===== src/verilog/emtc_pkg.sv =====
/*
  Package for the MAC test and frame-format configuration block.
  Holds register indices, field positions, reset values, the frame-plan
  constants and the carrier structs. Assumes a 32-bit AXI4-Lite bus.
*/
`default_nettype none
package emtc_pkg;
  // Register indices as printed; byte address is four times the index
  localparam logic [7:0] IDX_TEST = 8'h20;
  localparam logic [7:0] IDX_CFG1 = 8'h21;
  localparam logic [7:0] IDX_STATUS = 8'h22;
  localparam logic [9:0] ADDR_TEST = {IDX_TEST, 2'b00};
  localparam logic [9:0] ADDR_CFG1 = {IDX_CFG1, 2'b00};
  localparam logic [9:0] ADDR_STATUS = {IDX_STATUS, 2'b00};
  localparam logic [7:0] RST_TEST = 8'h00;
  localparam logic [7:0] RST_CFG1 = 8'h00;
  // Test register fields
  localparam int TB_FIFO_TEST = 6;
  localparam int TB_DIR_SEL = 5;
  localparam int TB_SHORT_SLOT = 4;
  localparam int TB_SIM_RESET = 3;
  localparam int TB_FORCE_OVR = 2;
  localparam int TB_FORCE_UND = 1;
  localparam int TB_LOOPBACK = 0;
  localparam logic [7:0] TEST_WR_MASK = 8'h7f;
  // Frame config one fields
  localparam int CB_PAD = 7;
  localparam int CB_AUTO = 6;
  localparam int CB_VLAN_PAD = 5;
  localparam int CB_CRC = 4;
  localparam int CB_FULL_DUPLEX = 3;
  localparam int CB_LEN_CHECK = 2;
  localparam int CB_OVERSIZE = 1;
  localparam int CB_HDR_SKIP = 0;
  // Frame plan constants
  localparam logic [15:0] VLAN_TAG = 16'h8100;
  localparam logic [15:0] MAX_LENGTH_FIELD = 16'h05dc;
  localparam logic [6:0] PAD_PLAIN = 7'h3c;
  localparam logic [6:0] PAD_VLAN = 7'h40;
  localparam logic [2:0] HDR_SKIP_BYTES = 3'h4;
  localparam logic [15:0] SLOT_NORMAL = 16'h0200;
  localparam logic [15:0] SLOT_SHORT = 16'h0010;
  localparam logic [1:0] RESP_OKAY = 2'b00;

  typedef struct packed {
    logic fifo_test;
    logic fifo_test_direction_select;
    logic short_slot_timer;
    logic simulation_reset;
    logic force_receive_overflow;
    logic force_transmit_starvation;
    logic internal_loopback;
  } emtc_test_s;

  typedef struct packed {
    logic [3:0] data;
    logic valid;
  } emtc_nibble_s;
endpackage : emtc_pkg
`default_nettype wire


===== src/verilog/emtc_config.sv =====
/*
  Test-mode and frame-format configuration of an embedded Ethernet MAC:
  AXI4-Lite register slave, pad/CRC frame plan, length checks, loopback.
  Assumes the MAC core samples the plan on frame start and honours the
  control levels; PHY receive pins are asynchronous to clk_in.
*/
// Operation
// - System reset restores every register default
// - Unmapped writes ignored, reads return zero
// - Test bit 6 enters FIFO test mode
// - Test bit 5 picks transmit or receive FIFO
// - Test bit 4 shortens the slot timer
// - Test bit 2 forces receive FIFO overrun
// - Test bit 1 forces transmit FIFO underrun
// - Test bit 0 loops transmit into receive
// - Pad enable appends zeros to short frames
// - Auto-detect compares type octets with 8100
// - VLAN pad pads to 64, adds CRC
// - CRC enable appends CRC to every frame
// - Config bit 3 selects full or half duplex
// - Config bit 2 checks length field
// - Config bit 1 lifts maximum frame limit
// - Config bit 0 skips four-byte header in CRC
// - Padding off: no pad, CRC only if enabled
// - Plain padding: pad 60, CRC, 64 minimum
// - VLAN pad, no auto: pad 64, minimum 68
// - Auto-detect: 60 or 64 by tag, CRC
`default_nettype none
module emtc_config #(
  parameter int MAX_LEN_BITS = 16
) (
  // Clock and reset
  input wire logic clk_in,
  input wire logic reset_n_in,
  // AXI4-Lite slave
  input wire logic s_axi_awvalid,
  output logic s_axi_awready,
  input wire logic [31:0] s_axi_awaddr,
  input wire logic s_axi_wvalid,
  output logic s_axi_wready,
  input wire logic [31:0] s_axi_wdata,
  input wire logic [3:0] s_axi_wstrb,
  output logic s_axi_bvalid,
  input wire logic s_axi_bready,
  output logic [1:0] s_axi_bresp,
  input wire logic s_axi_arvalid,
  output logic s_axi_arready,
  input wire logic [31:0] s_axi_araddr,
  output logic s_axi_rvalid,
  input wire logic s_axi_rready,
  output logic [31:0] s_axi_rdata,
  output logic [1:0] s_axi_rresp,
  // Transmit frame plan request
  input wire logic tx_frame_start_in,
  input wire logic [15:0] tx_type_field_in,
  output logic [6:0] pad_to_length_out,
  output logic crc_append_out,
  output logic vlan_detected_out,
  // Frame length checks
  input wire logic frame_end_in,
  input wire logic [15:0] frame_length_in,
  input wire logic [15:0] length_field_in,
  input wire logic [MAX_LEN_BITS-1:0] max_frame_length_in,
  output logic length_mismatch_out,
  output logic oversize_out,
  // Nibble paths: MAC transmit, PHY receive pins, MAC receive
  input wire emtc_pkg::emtc_nibble_s mac_tx_in,
  input wire emtc_pkg::emtc_nibble_s phy_rx_in,
  output emtc_pkg::emtc_nibble_s mac_rx_out,
  // Control levels to the MAC core
  output emtc_pkg::emtc_test_s test_ctrl_out,
  output logic [15:0] slot_time_count_out,
  output logic csma_enable_out,
  output logic [2:0] crc_skip_bytes_out
);
  if (MAX_LEN_BITS < 1 || MAX_LEN_BITS > 16) begin : g_bad_width
    $error("MAX_LEN_BITS must be 1..16");
  end

  logic rst_meta;
  logic rst_n;
  logic [7:0] test_reg;
  logic [7:0] cfg1;
  logic aw_held;
  logic w_held;
  logic [9:0] wr_addr;
  logic [7:0] wr_byte;
  logic wr_lane;
  logic do_write;
  logic [31:0] next_rdata;
  logic hold_n;
  emtc_pkg::emtc_nibble_s rx_meta;
  emtc_pkg::emtc_nibble_s rx_sync;
  logic [6:0] next_pad;
  logic next_crc;
  logic next_vlan;
  logic pad_on;

  always_ff @(posedge clk_in or negedge reset_n_in) begin
    if (!reset_n_in) begin
      rst_meta <= 1'b0;
      rst_n <= 1'b0;
    end else begin
      rst_meta <= 1'b1;
      rst_n <= rst_meta;
    end
  end

  // Write channel: address and data taken in either order
  assign s_axi_awready = !aw_held && !s_axi_bvalid;
  assign s_axi_wready = !w_held && !s_axi_bvalid;
  assign do_write = aw_held && w_held && !s_axi_bvalid;
  assign s_axi_bresp = emtc_pkg::RESP_OKAY;
  assign s_axi_rresp = emtc_pkg::RESP_OKAY;

  always_ff @(posedge clk_in or negedge rst_n) begin
    if (!rst_n) begin
      aw_held <= 1'b0;
      w_held <= 1'b0;
      wr_addr <= 10'h000;
      wr_byte <= 8'h00;
      wr_lane <= 1'b0;
      s_axi_bvalid <= 1'b0;
    end else begin
      if (s_axi_awvalid && s_axi_awready) begin
        aw_held <= 1'b1;
        wr_addr <= s_axi_awaddr[9:0];
      end
      if (s_axi_wvalid && s_axi_wready) begin
        w_held <= 1'b1;
        wr_byte <= s_axi_wdata[7:0];
        wr_lane <= s_axi_wstrb[0];
      end
      if (do_write) begin
        aw_held <= 1'b0;
        w_held <= 1'b0;
        s_axi_bvalid <= 1'b1;
      end else if (s_axi_bready) begin
        s_axi_bvalid <= 1'b0;
      end
    end
  end

  // Registers; bit 7 of the test register has no storage
  always_ff @(posedge clk_in or negedge rst_n) begin
    if (!rst_n) begin
      test_reg <= emtc_pkg::RST_TEST;
      cfg1 <= emtc_pkg::RST_CFG1;
    end else if (do_write && wr_lane) begin
      if (wr_addr == emtc_pkg::ADDR_TEST) begin
        test_reg <= wr_byte & emtc_pkg::TEST_WR_MASK;
      end else if (wr_addr == emtc_pkg::ADDR_CFG1) begin
        cfg1 <= wr_byte;
      end
    end
  end

  // Read channel: one word at a time, unmapped reads return zero
  always_comb begin
    next_rdata = 32'h0000_0000;
    case (s_axi_araddr[9:0])
      emtc_pkg::ADDR_TEST: next_rdata = {24'h00_0000, test_reg};
      emtc_pkg::ADDR_CFG1: next_rdata = {24'h00_0000, cfg1};
      emtc_pkg::ADDR_STATUS: next_rdata = {28'h000_0000, vlan_detected_out,
        length_mismatch_out, oversize_out, crc_append_out};
      default: next_rdata = 32'h0000_0000;
    endcase
  end

  assign s_axi_arready = !s_axi_rvalid;

  always_ff @(posedge clk_in or negedge rst_n) begin
    if (!rst_n) begin
      s_axi_rvalid <= 1'b0;
      s_axi_rdata <= 32'h0000_0000;
    end else if (s_axi_arvalid && s_axi_arready) begin
      s_axi_rvalid <= 1'b1;
      s_axi_rdata <= next_rdata;
    end else if (s_axi_rready) begin
      s_axi_rvalid <= 1'b0;
    end
  end

  // Test controls to the core
  always_comb begin
    test_ctrl_out.fifo_test = test_reg[emtc_pkg::TB_FIFO_TEST];
    test_ctrl_out.fifo_test_direction_select =
      test_reg[emtc_pkg::TB_FIFO_TEST] & test_reg[emtc_pkg::TB_DIR_SEL];
    test_ctrl_out.short_slot_timer = test_reg[emtc_pkg::TB_SHORT_SLOT];
    test_ctrl_out.simulation_reset = test_reg[emtc_pkg::TB_SIM_RESET];
    test_ctrl_out.force_receive_overflow = test_reg[emtc_pkg::TB_FORCE_OVR];
    test_ctrl_out.force_transmit_starvation = test_reg[emtc_pkg::TB_FORCE_UND];
    test_ctrl_out.internal_loopback = test_reg[emtc_pkg::TB_LOOPBACK];
  end

  assign slot_time_count_out = test_reg[emtc_pkg::TB_SHORT_SLOT] ?
    emtc_pkg::SLOT_SHORT : emtc_pkg::SLOT_NORMAL;
  assign csma_enable_out = !cfg1[emtc_pkg::CB_FULL_DUPLEX];
  assign crc_skip_bytes_out = cfg1[emtc_pkg::CB_HDR_SKIP] ?
    emtc_pkg::HDR_SKIP_BYTES : 3'h0;

  // Plan, length flags and receive output stay in reset while simulation reset is set
  assign hold_n = rst_n && !test_reg[emtc_pkg::TB_SIM_RESET];

  // Pad and CRC decision from the four high config bits
  assign pad_on = cfg1[emtc_pkg::CB_PAD];
  always_comb begin
    next_vlan = cfg1[emtc_pkg::CB_AUTO] && (tx_type_field_in == emtc_pkg::VLAN_TAG);
    next_pad = 7'h00;
    next_crc = cfg1[emtc_pkg::CB_CRC];
    if (pad_on) begin
      next_crc = 1'b1;
      if (cfg1[emtc_pkg::CB_AUTO]) begin
        next_pad = next_vlan ? emtc_pkg::PAD_VLAN : emtc_pkg::PAD_PLAIN;
      end else if (cfg1[emtc_pkg::CB_VLAN_PAD]) begin
        next_pad = emtc_pkg::PAD_VLAN;
      end else begin
        next_pad = emtc_pkg::PAD_PLAIN;
      end
    end
    if (!pad_on) begin
      next_vlan = 1'b0;
    end
  end

  always_ff @(posedge clk_in or negedge hold_n) begin
    if (!hold_n) begin
      pad_to_length_out <= 7'h00;
      crc_append_out <= 1'b0;
      vlan_detected_out <= 1'b0;
    end else if (tx_frame_start_in) begin
      pad_to_length_out <= next_pad;
      crc_append_out <= next_crc;
      vlan_detected_out <= next_vlan;
    end
  end

  // Length checks at frame end; results stand until the next end
  always_ff @(posedge clk_in or negedge hold_n) begin
    if (!hold_n) begin
      length_mismatch_out <= 1'b0;
      oversize_out <= 1'b0;
    end else if (frame_end_in) begin
      length_mismatch_out <= cfg1[emtc_pkg::CB_LEN_CHECK] &&
        (length_field_in <= emtc_pkg::MAX_LENGTH_FIELD) &&
        (length_field_in != frame_length_in);
      oversize_out <= !cfg1[emtc_pkg::CB_OVERSIZE] &&
        (frame_length_in > 16'(max_frame_length_in));
    end
  end

  // PHY pins pass two flops; loopback picks the same-clock transmit nibble
  always_ff @(posedge clk_in or negedge rst_n) begin
    if (!rst_n) begin
      rx_meta <= '0;
      rx_sync <= '0;
    end else begin
      rx_meta <= phy_rx_in;
      rx_sync <= rx_meta;
    end
  end

  always_ff @(posedge clk_in or negedge hold_n) begin
    if (!hold_n) begin
      mac_rx_out <= '0;
    end else begin
      mac_rx_out <= test_reg[emtc_pkg::TB_LOOPBACK] ? mac_tx_in : rx_sync;
    end
  end
endmodule : emtc_config
`default_nettype wire


===== config.mk =====
export PLATFORM = sky130hd
export DESIGN_NAME = emtc_config
export DESIGN_NICKNAME = d
export VERILOG_FILES = /design/src/verilog/emtc_pkg.sv /design/src/verilog/emtc_config.sv
export SDC_FILE = /design/constraint.sdc
export NUM_CORES = 1
export LEC_CHECK = 0
export ABC_AREA = 1
export BUFFER_PORTS_ARGS = -buffer_cell sky130_fd_sc_hd__buf_2
export CORE_ASPECT_RATIO = 1.75
export CORE_MARGIN = 10
export CORE_UTILIZATION = 45
export CTS_CLUSTER_SIZE = 12
export DETAILED_ROUTE_END_ITERATION = 10
export GPL_TIMING_DRIVEN = 0
export PLACE_DENSITY = 0.91
export SETUP_SLACK_MARGIN = 0.1
export SLEW_MARGIN = 20
export SYNTH_ARGS = -nofsm -noshare
export SYNTH_HDL_FRONTEND = slang
export SYNTH_SLANG_ARGS = --single-unit
export TNS_END_PERCENT = 10

===== constraint.sdc =====
create_clock -name clk_in -period 3.2 [get_ports clk_in]
set_input_delay 0.48 -clock clk_in [delete_from_list [all_inputs] [get_ports clk_in]]
set_output_delay 0.48 -clock clk_in [all_outputs]
set_load 0.1 [all_outputs]

# Word-level counts from Yosys, hierarchy flattened
# Cells that the tools add are included.
# totals
latchBits,0
out_inout_bits,84
memories,0
mem_bits_rw,0
romBits,0
ff_bits,98
input_bits,183
# op_classes
multipliers,0
mux,18
addsub,0
n_lt_le_gt_ge,2
div,0
shift,0
bitwise,2
n_reduce_logical,26
eq_ne,7
# ops
cell,n
$eq A10 B8 Y1 const B,5
$mux W7,4
$pmux W8 S3,1
$eq A16 B16 Y1 const B,1
$gt A16 B16 Y1,1
$le A16 B11 Y1 const B,1
$ne A16 B16 Y1,1
$logic_and A1 B1 Y1,13
$mux W1,10
$mux W10,1
$reduce_bool A2 Y1,4
$logic_not A1 Y1,7
$mux W5,1
$mux W3,1
$reduce_and A3 Y1,1
$reduce_and A2 Y1,1
$and A1 B1 Y1,1
$not A1 Y1,1

# Longest topological paths before layout
# Gate-level depths: netlist of run 1.
# logic_depth
word_depth,5
depth_mapped,13
depth_no_buf,13

# Worst setup path before layout of run 1
# OpenSTA, ideal clock, no wires.
# synth_path
path_type,register -> register
startpoint,register s_axi_bvalid
endpoint,register wr_byte[5]
path_buffers,1
required_time_ns,3.075
setup_time_ns,0.125
t_arrival_ns,2.891
path_stages_with_launch,6
slack_ns,0.184
cell_sequence,dfrtp_1 nor2_1 nand2_2 buf_2 nor2_1 a21oi_1
# synth_between
elab_chain_len,3
# synth_lines
element,line_no,source
"start, declared",emtc_config.sv:43,"output logic s_axi_bvalid,"
"start signal, assigned",emtc_config.sv:123,s_axi_bvalid <= 1'b0;
"start signal, assigned",emtc_config.sv:137,s_axi_bvalid <= 1'b1;
"start signal, assigned",emtc_config.sv:139,s_axi_bvalid <= 1'b0;
$logic_not A1 Y1,emtc_config.sv:111,assign s_axi_wready = !w_held && !s_axi_bvalid;
$logic_and A1 B1 Y1,emtc_config.sv:111,
via s_axi_wready,emtc_config.sv:40,"output logic s_axi_wready,"
$logic_and A1 B1 Y1,emtc_config.sv:129,if (s_axi_wvalid && s_axi_wready) begin
"end signal, assigned",emtc_config.sv:131,wr_byte <= s_axi_wdata[7:0];
"end, declared",emtc_config.sv:87,logic [7:0] wr_byte;
# The timed path passes the listed nets, and every way through them passes these cells.
# A chain may end at the register's enable or synchronous reset.

# Worst setup path in the final report of run 1
# layout_path
startpoint,register s_axi_bvalid
endpoint,output port s_axi_wready
# layout_between
elab_chain_len,2
# layout_lines
element,line_no
$logic_not A1 Y1,emtc_config.sv:111
$logic_and A1 B1 Y1,emtc_config.sv:111
"end, declared",emtc_config.sv:40
# No other way between the ends.

==> metrics.md, run 1 <==
| Metric | Value |
|---|---|
| Final GP Congestion | `0.850` |
| IO Count | `267` |
| CTS root buf | `clkbuf_16` |
| Diodes inserted | `0` |
| Mapped Cells | `521` |
| Port bufs | `149` |
| CP bufs+invs | `1` |
| Largest net degree at the start of global routing | `58` |
| Kind of critical path | `register to primary output` |
| WHS | `255 ps` |
| Clk Latency, worst-skew pair | `330 ps` |
| Final #Nets | `926` |
| Fin Setup TNS | `0 ps` |
| Postcts setup bufs | `0` |
| Num CTS Buffers | `9` |
| FFs w/ async S/R, synth | `1.00` |
| Vias per cell | `4.46` |
| Slew margin rel. | `0.515` |
| Status | `finished, final reports clean` |
| LEAKAGE | `0.00336 uW` |
| Via Count | `3802` |
| Clock Skew | `3.61 ps` |
| Logic pwr share | `0.339` |
| Top cells by count, synth | `131 x nand2_1, 75 x inv_1, 69 x dfrtp_1` |
| NetSw | `1280 uW` |
| Starting Density | `0.462` |
| CP max stage cell | `buf_2` |
| Sink Count | `69` |
| Netlist Area Pre-Place | `4200 um^2` |
| Avg WL per Cell | `14.2 um` |
| DR pass1 iterations | `4` |
| Die height | `148 um` |
| Top post-synthesis cells by area | `dfrtp_1 41%, nand2_1 12%, buf_4 10%` |
| CTS tree | `done` |
| 1st-iter DRT viols | `154` |
| Final Slew Violations | `0` |
| Top reg by flops | `wr_addr` |
| Met3 Use GR | `0.0659` |
| Worst Path Arrival | `1470 ps` |
| YS warnings | `0` |
| Slew @ Worst Pin | `727 ps` |
| Hpwl dp | `10200 um` |
| Initial antenna violation count | `0` |
| Leading register cell type out of synthesis | `dfrtp_1` |
| Sequential power share | `0.344` |
| Max reg flops | `10` |
| Yosys top cell by area | `dfrtp_1` |
| RSZ-0062 raised after global routing | `no` |
| Pwr Density | `587 nW/um^2` |
| Fillers | `776` |
| CTS resizes | `0` |
| GRT Overall Usage | `0.171` |
| Crit path capture type | `primary output` |
| Worst vdd ir | `1.10 mV` |
| Die area | `13800 um^2` |
| H-tree Lvls | `3` |
| Sequential element share of the synthesized area | `0.411` |
| Crit-path max cell delay | `490 ps` |
| Cell family with most CP delay | `buffers and inverters` |
| Clock power frac | `0.317` |
| Met1 Use GR | `0.165` |
| Fin. Hold Viols | `0` |
| Critical path required time | `2720 ps` |
| Final Critical Period | `1950 ps` |
| Detailed Route WL | `12100 um` |
| GR Util met2 | `0.318` |
| Most used routing layer | `met2` |
| Post-synth cell types | `36` |
| Maxcap violations | `0` |
| Row Count | `46` |
| CP max FO | `4` |
| Worst-path clk slew | `50 ps` |
| Synth top area share | `0.411` |
| Layout area overhead | `33.2%` |
| First-pass GRT wire length | `18900 um` |
| Most common cell in the netlist | `nand2_1` |
| Startpoint class of the critical path | `register` |
| Chip Width | `93.1 um` |
| #FFs+latches synth | `69` |
| Antenna viol nets, final | `0` |
| Sw frac | `0.391` |
| Clock tree buffer depth | `2` |
| Layout cells sized above 1 | `0.373` |
| Floorplan core area | `9090 um^2` |
| Vias in the first global route | `3938` |
| Fmax achieved | `513 MHz` |
| Internal | `2000 uW` |
| CP Cell Sequence | `nor2_1 -> buf_2` |
| EDFF count, synth | `0` |
| Final worst path period share | `0.609` |
| # setup viols final | `0` |
| Drt drc | `0` |
| Hold crit path type | `primary input to register` |
| CTS Hold Bufs | `1` |
| GRT overflow | `0` |
| Synth Area per Inst | `8.07 um^2` |
## layout by cell type, fill, tap and decap left out, types with 2 or more instances in the layout
master	count
ha_1	16
mux2_1	2
clkinv_2	3
clkinvlp_4	2
clkbuf_1	2
nor2_4	3
buf_4	57
bufinv_16	2
buf_6	3
nand3_1	24
o21ai_1	3
nor2_2	4
mux2_4	3
inv_2	2
nand2_2	4
mux2_2	9
inv_1	75
nor2_1	49
conb_1	47
dfrtp_1	68
nand2_1	131
buf_2	151
nor3_1	4
o21ai_2	14
clkbuf_16	9
o21ai_0	7
a21oi_1	16
nand4_1	8
## power groups by stage
| stage | clock network, uW | logic (uW) | registers, uW |
|---|---|---|---|
| 4_1_cts | 1050 | 1120 | 1130 |
| 3_5_place_dp | 0 | 1100 | 1140 |
| 6_report | 1040 | 1110 | 1130 |
| 5_1_grt | 1090 | 1190 | 1150 |
| 2_1_floorplan | 0 | 806 | 1210 |
| 3_3_place_gp | 0 | 1080 | 1130 |
## metrics by stage
stage	utilization	cells	cell area (um^2)	total power [uW]	worst slack (ps)
6_report	0.616	852	5600	3290	1250
3_3_place_gp	0.579	835	5270	2210	165
3_5_place_dp	0.580	835	5270	2250	1150
5_1_grt	0.616	852	5600	3440	1210
2_1_floorplan	-	566	4370	2020	184
4_1_cts	0.615	852	5600	3300	1130
## cell families after synthesis
| kind of cell | Yosys count | synth area share |
|---|---|---|
| AO/OA/AOI/OAI | 44 | 0.0694 |
| adder cells (fa/ha/maj) | 16 | 0.0476 |
| buffers and inverters | 141 | 0.183 |
| flip-flops | 69 | 0.411 |
| multiplexers | 14 | 0.0402 |
| other | 2 | 0.00179 |
| AND/OR/NAND/NOR | 235 | 0.247 |
## final cells by class
type,count,area (um^2),area share
Inverter,77,289,0.0516
Clock buffer,9,225,0.0402
Tap cell,120,150,0.0268
Multi-Input combinational cell,356,1880,0.336
Buffer,64,479,0.0856
Clock inverter,7,90.1,0.0161
Sequential cell,69,1730,0.309
Timing Repair Buffer,150,756,0.135
## metal layers
layer,vias up,part of all wire
li1,1937,-
met1,1666,0.37
met2,178,0.52
met3,21,0.091
met4,0,0.021
met5,-,0
## path summary, 6_finish.rpt
kind                               from            end  slack (ps)  cells after the start
max                        s_axi_bvalid   s_axi_wready        1250                      2
min                        phy_rx_in[1]     rx_meta[1]         260                      1
max reg2reg                       rst_n  mac_rx_out[3]        1630                      2
min reg2reg                  rx_meta[1]     rx_sync[1]         350                      0
max in group asynchronous         rst_n  mac_rx_out[3]        1630                      2
min in group asynchronous         rst_n     rx_meta[2]         390                      0
Note: power is estimated with default switching activity, not from simulation.
==> run 2, diff against run 1 <==
Settings changed: ABC_AREA 1 to 0, CORE_UTILIZATION 45 to 42, PLACE_DENSITY 0.91 to 0.89.
Clock period 3.2 ns to 1.9 ns, I/O delays scaled along.
==> run 2 against run 1 <==
  * The run now ends with setup timing left
  * Total power increased by 70%
  * Routed wire length decreased by 11%
  * Clock skew increased by 5.7 ps
  * Synthesized cell count decreased by 34%
  * Utilization decreased by 1.4 points
  * Sequential cell count unchanged
  * Critical path depth increased by 3
  * Area after synthesis decreased by 10%
  * Sequential share of layout area increased by 2.2 points
  * Final cell count decreased by 21%
==> metrics.md, run 2 <==
| Metric | Value |
|---|---|
| 1st-iter DRT viols | `86 (-44%)` |
| Hold crit path type | `primary input to register` |
| Num CTS Buffers | `9 (unchanged)` |
| Sink Count | `69 (unchanged)` |
| Die height | `145 um (-1.6%)` |
| Maxcap violations | `0 (unchanged)` |
| Largest net degree at the start of global routing | `58 (unchanged)` |
| Pwr Density | `1060 nW/um^2 (+81%)` |
| Antenna viol nets, final | `0 (unchanged)` |
| Post-synth cell types | `41 (+14%)` |
| Slew @ Worst Pin | `701 ps (-26.2 ps)` |
| DR pass1 iterations | `4 (unchanged)` |
| Final #Nets | `746 (-19%)` |
| CP max stage cell | `or4b_4` |
| Clk Latency, worst-skew pair | `330 ps (about the same)` |
| Initial antenna violation count | `2 (+2)` |
| Fin. Hold Viols | `0 (unchanged)` |
| CP Cell Sequence | `or4b_4 -> nor4_4 -> and2b_1 -> buf_6 -> mux2_4` |
| Detailed Route WL | `10800 um (-11%)` |
| Worst Path Arrival | `2170 ps (+700 ps)` |
| Netlist Area Pre-Place | `3780 um^2 (-10%)` |
| # setup viols final | `7 (+7)` |
| CP max FO | `7 (+3)` |
| Final worst path period share | `1.03` |
| LEAKAGE | `0.00282 uW (-16%)` |
| Critical path required time | `2110 ps (-610 ps)` |
| Yosys top cell by area | `dfrtp_1` |
| Beginning of the worst hold path | `phy_rx_in[0]` |
| Most frequent cells in the layout | `148 x buf_2, 66 x dfrtp_1, 57 x buf_4, 47 x conb_1, 28 x mux2_2` |
| Sequential element share of the synthesized area | `0.457 (+0.0461)` |
| Max reg flops | `10 (unchanged)` |
| Cell family with most CP delay | `simple AND/OR/NAND/NOR gates` |
| Postcts setup bufs | `0 (unchanged)` |
| GRT overflow | `0 (unchanged)` |
| Worst setup margin | `-62.6 ps (-1310 ps)` |
| Top post-synthesis cells by area | `dfrtp_1 46%, buf_4 11%, mux2_2 9.5%` |
| Floorplan core area | `8730 um^2 (-4.0%)` |
| Mapped Cells | `342 (-34%)` |
| Stages on worst setup path | `5 (+3)` |
| Layout cells sized above 1 | `0.504 (+0.131)` |
| Failing checks | `setup timing` |
| GRT Overall Usage | `0.161 (-0.0106)` |
| Final Slew Violations | `0 (unchanged)` |
| YS warnings | `0 (unchanged)` |
| Via Count | `3071 (-19%)` |
| Hold EP | `rx_meta[0]` |
| CTS root buf | `clkbuf_16` |
| Worst reg2reg path depth | `5 (+3)` |
| Vias per cell | `4.58 (+2.7%)` |
| Slew margin rel. | `0.533 (+0.0175)` |
| H-tree Lvls | `3 (unchanged)` |
| #FFs+latches synth | `69 (unchanged)` |
| Starting Density | `0.433 (-0.0292)` |
| Worst-path clk slew | `50 ps (about the same)` |
| Final core utilization | `0.601 (-0.0144)` |
| # placed instances | `652 (-22%)` |
| Synth top area share | `0.457 (+0.0461)` |
| Top cells by count, synth | `69 x dfrtp_1, 57 x buf_4, 32 x mux2_2` |
| Clock Skew | `9.26 ps (+5.66 ps)` |
| Flop2flop setup slack | `-60 ps (-1690 ps)` |
| Clock tree buffer depth | `2 (unchanged)` |
| Row Count | `45 (-2.2%)` |
| RSZ-0062 raised after global routing | `yes` |
| Fmax achieved | `510 MHz` |
| IO Count | `267 (unchanged)` |
| Drt drc | `0 (unchanged)` |
| Crit-path max cell delay | `560 ps (+70 ps)` |
| CTS tree | `done` |
| First-pass GRT wire length | `17400 um (-8.3%)` |
| Leading register cell type out of synthesis | `dfrtp_1` |
| Most common cell in the netlist | `dfrtp_1` |
| Startpoint class of the critical path | `register` |
| Hold Path Stages | `1 (unchanged)` |
| Port bufs | `148 (-0.67%)` |
| FFs w/ async S/R, synth | `1.00 (unchanged)` |
| Avg WL per Cell | `16.1 um (+14%)` |
| Hpwl dp | `9370 um (-7.8%)` |
| Most common cell after layout, fill and taps aside | `buf_2` |
| R2R Path Start | `wr_addr[6]` |
| Kind of critical path | `register to register` |
| Final Critical Period | `1960 ps` |
| CP bufs+invs | `1 (unchanged)` |
| Worst vdd ir | `1.12 mV (+1.6%)` |
| Final GP Congestion | `0.884 (+4.0%)` |
| Layout Cells excl Fill | `670 (-21%)` |
| Die area | `13300 um^2 (-3.0%)` |
| Layout area overhead | `38.9%` |
| Fillers | `708 (-8.8%)` |
| Vias in the first global route | `3547 (-9.9%)` |
| Chip Width | `91.7 um (-1.5%)` |
| Crit path capture type | `register` |
| Worst R2R End | `test_reg[1]` |
| Status | `finished with violations` |
| Top reg by flops | `wr_addr` |
| EDFF count, synth | `0 (unchanged)` |
| Synth Area per Inst | `11.0 um^2 (+37%)` |
[run 2: cell types whose count changed in the layout (fill, tap and decap cells not counted), moves of 7 or more]
| cell | delta |
|---|---|
| nand2_1 | -114 |
| inv_1 | -52 |
| mux2_4 | +8 |
| nand3_1 | -22 |
| nor2_1 | -40 |
| xnor2_1 | +16 |
| mux2i_1 | +7 |
| o21ai_2 | -14 |
| mux2_2 | +19 |
[run 2: report_power, final]
group	internal, uW	leakage [uW]	switching (uW)
Sequential	1750	0.000869	227
Clock	1150	0.000149	587
Combinational	642	0.00180	1220
[run 2: layout make-up]
cell class	count	area, um^2	area share
Clock inverter	6	88.8	0.0169
Timing Repair Buffer	149	751	0.143
Inverter	24	93.8	0.0179
Buffer	62	477	0.0908
Sequential cell	69	1740	0.331
Clock buffer	10	229	0.0436
Tap cell	117	146	0.0279
Antenna cell	1	2.50	0.000477
Multi-Input combinational cell	232	1720	0.329
[run 2: stage by stage]
stage	area (um^2)	total power [uW]	hold slack (ps)	worst slack, ps	setup TNS [ps]
global placement	4900	3770	69.7	-389	-4760
global route	5250	5840	60.0	-127	-1100
CTS	5250	5630	55.1	-63.6	-409
floorplan	4010	3470	-10.6	-135	-2330
finish	5250	5580	65.8	-62.6	-409
detailed placement	4900	3840	71.6	-214	-3260
[run 2: routing by layer]
metal  GRT usage  wire (um)  vias to the layer above
met4      0.0581        214                        2
li1            -          -                     1482
met3      0.0681       1120                       17
met5           0         13                        -
met1       0.150       3710                     1427
met2       0.299       5720                      143
[run 2: cell families after synthesis]
logic type,share of synthesized area
muxes,0.142
other,0.00199
xor gates and xnor gates,0.0371
DFF,0.457
adders and majority gates,0.0530
buffers and inverters,0.144
and+or+nand+nor,0.0980
AOI/OAI and AO/OA,0.0672
[run 2: how the worst max path moves through the flow]
| stage | slack [ps] | startpoint | to |
|---|---|---|---|
| after floorplan | -130 | s_axi_bvalid | wr_byte[0] |
| after global placement | -390 | rst_n | mac_rx_out[0] |
| after detailed placement | -210 | rst_n | mac_rx_out[4] |
| after CTS | -60 | wr_addr[6] | test_reg[1] |
| after global routing | -130 | wr_addr[6] | test_reg[2] |
| final | -60 | wr_addr[6] | test_reg[1] |
[run 2: what timing repair did]
item,4_1_cts,5_1_grt
hold buffers,1,0
setup endpoints to repair,26,15
hold endpoints to repair,2,0
gates resized for setup,3,0
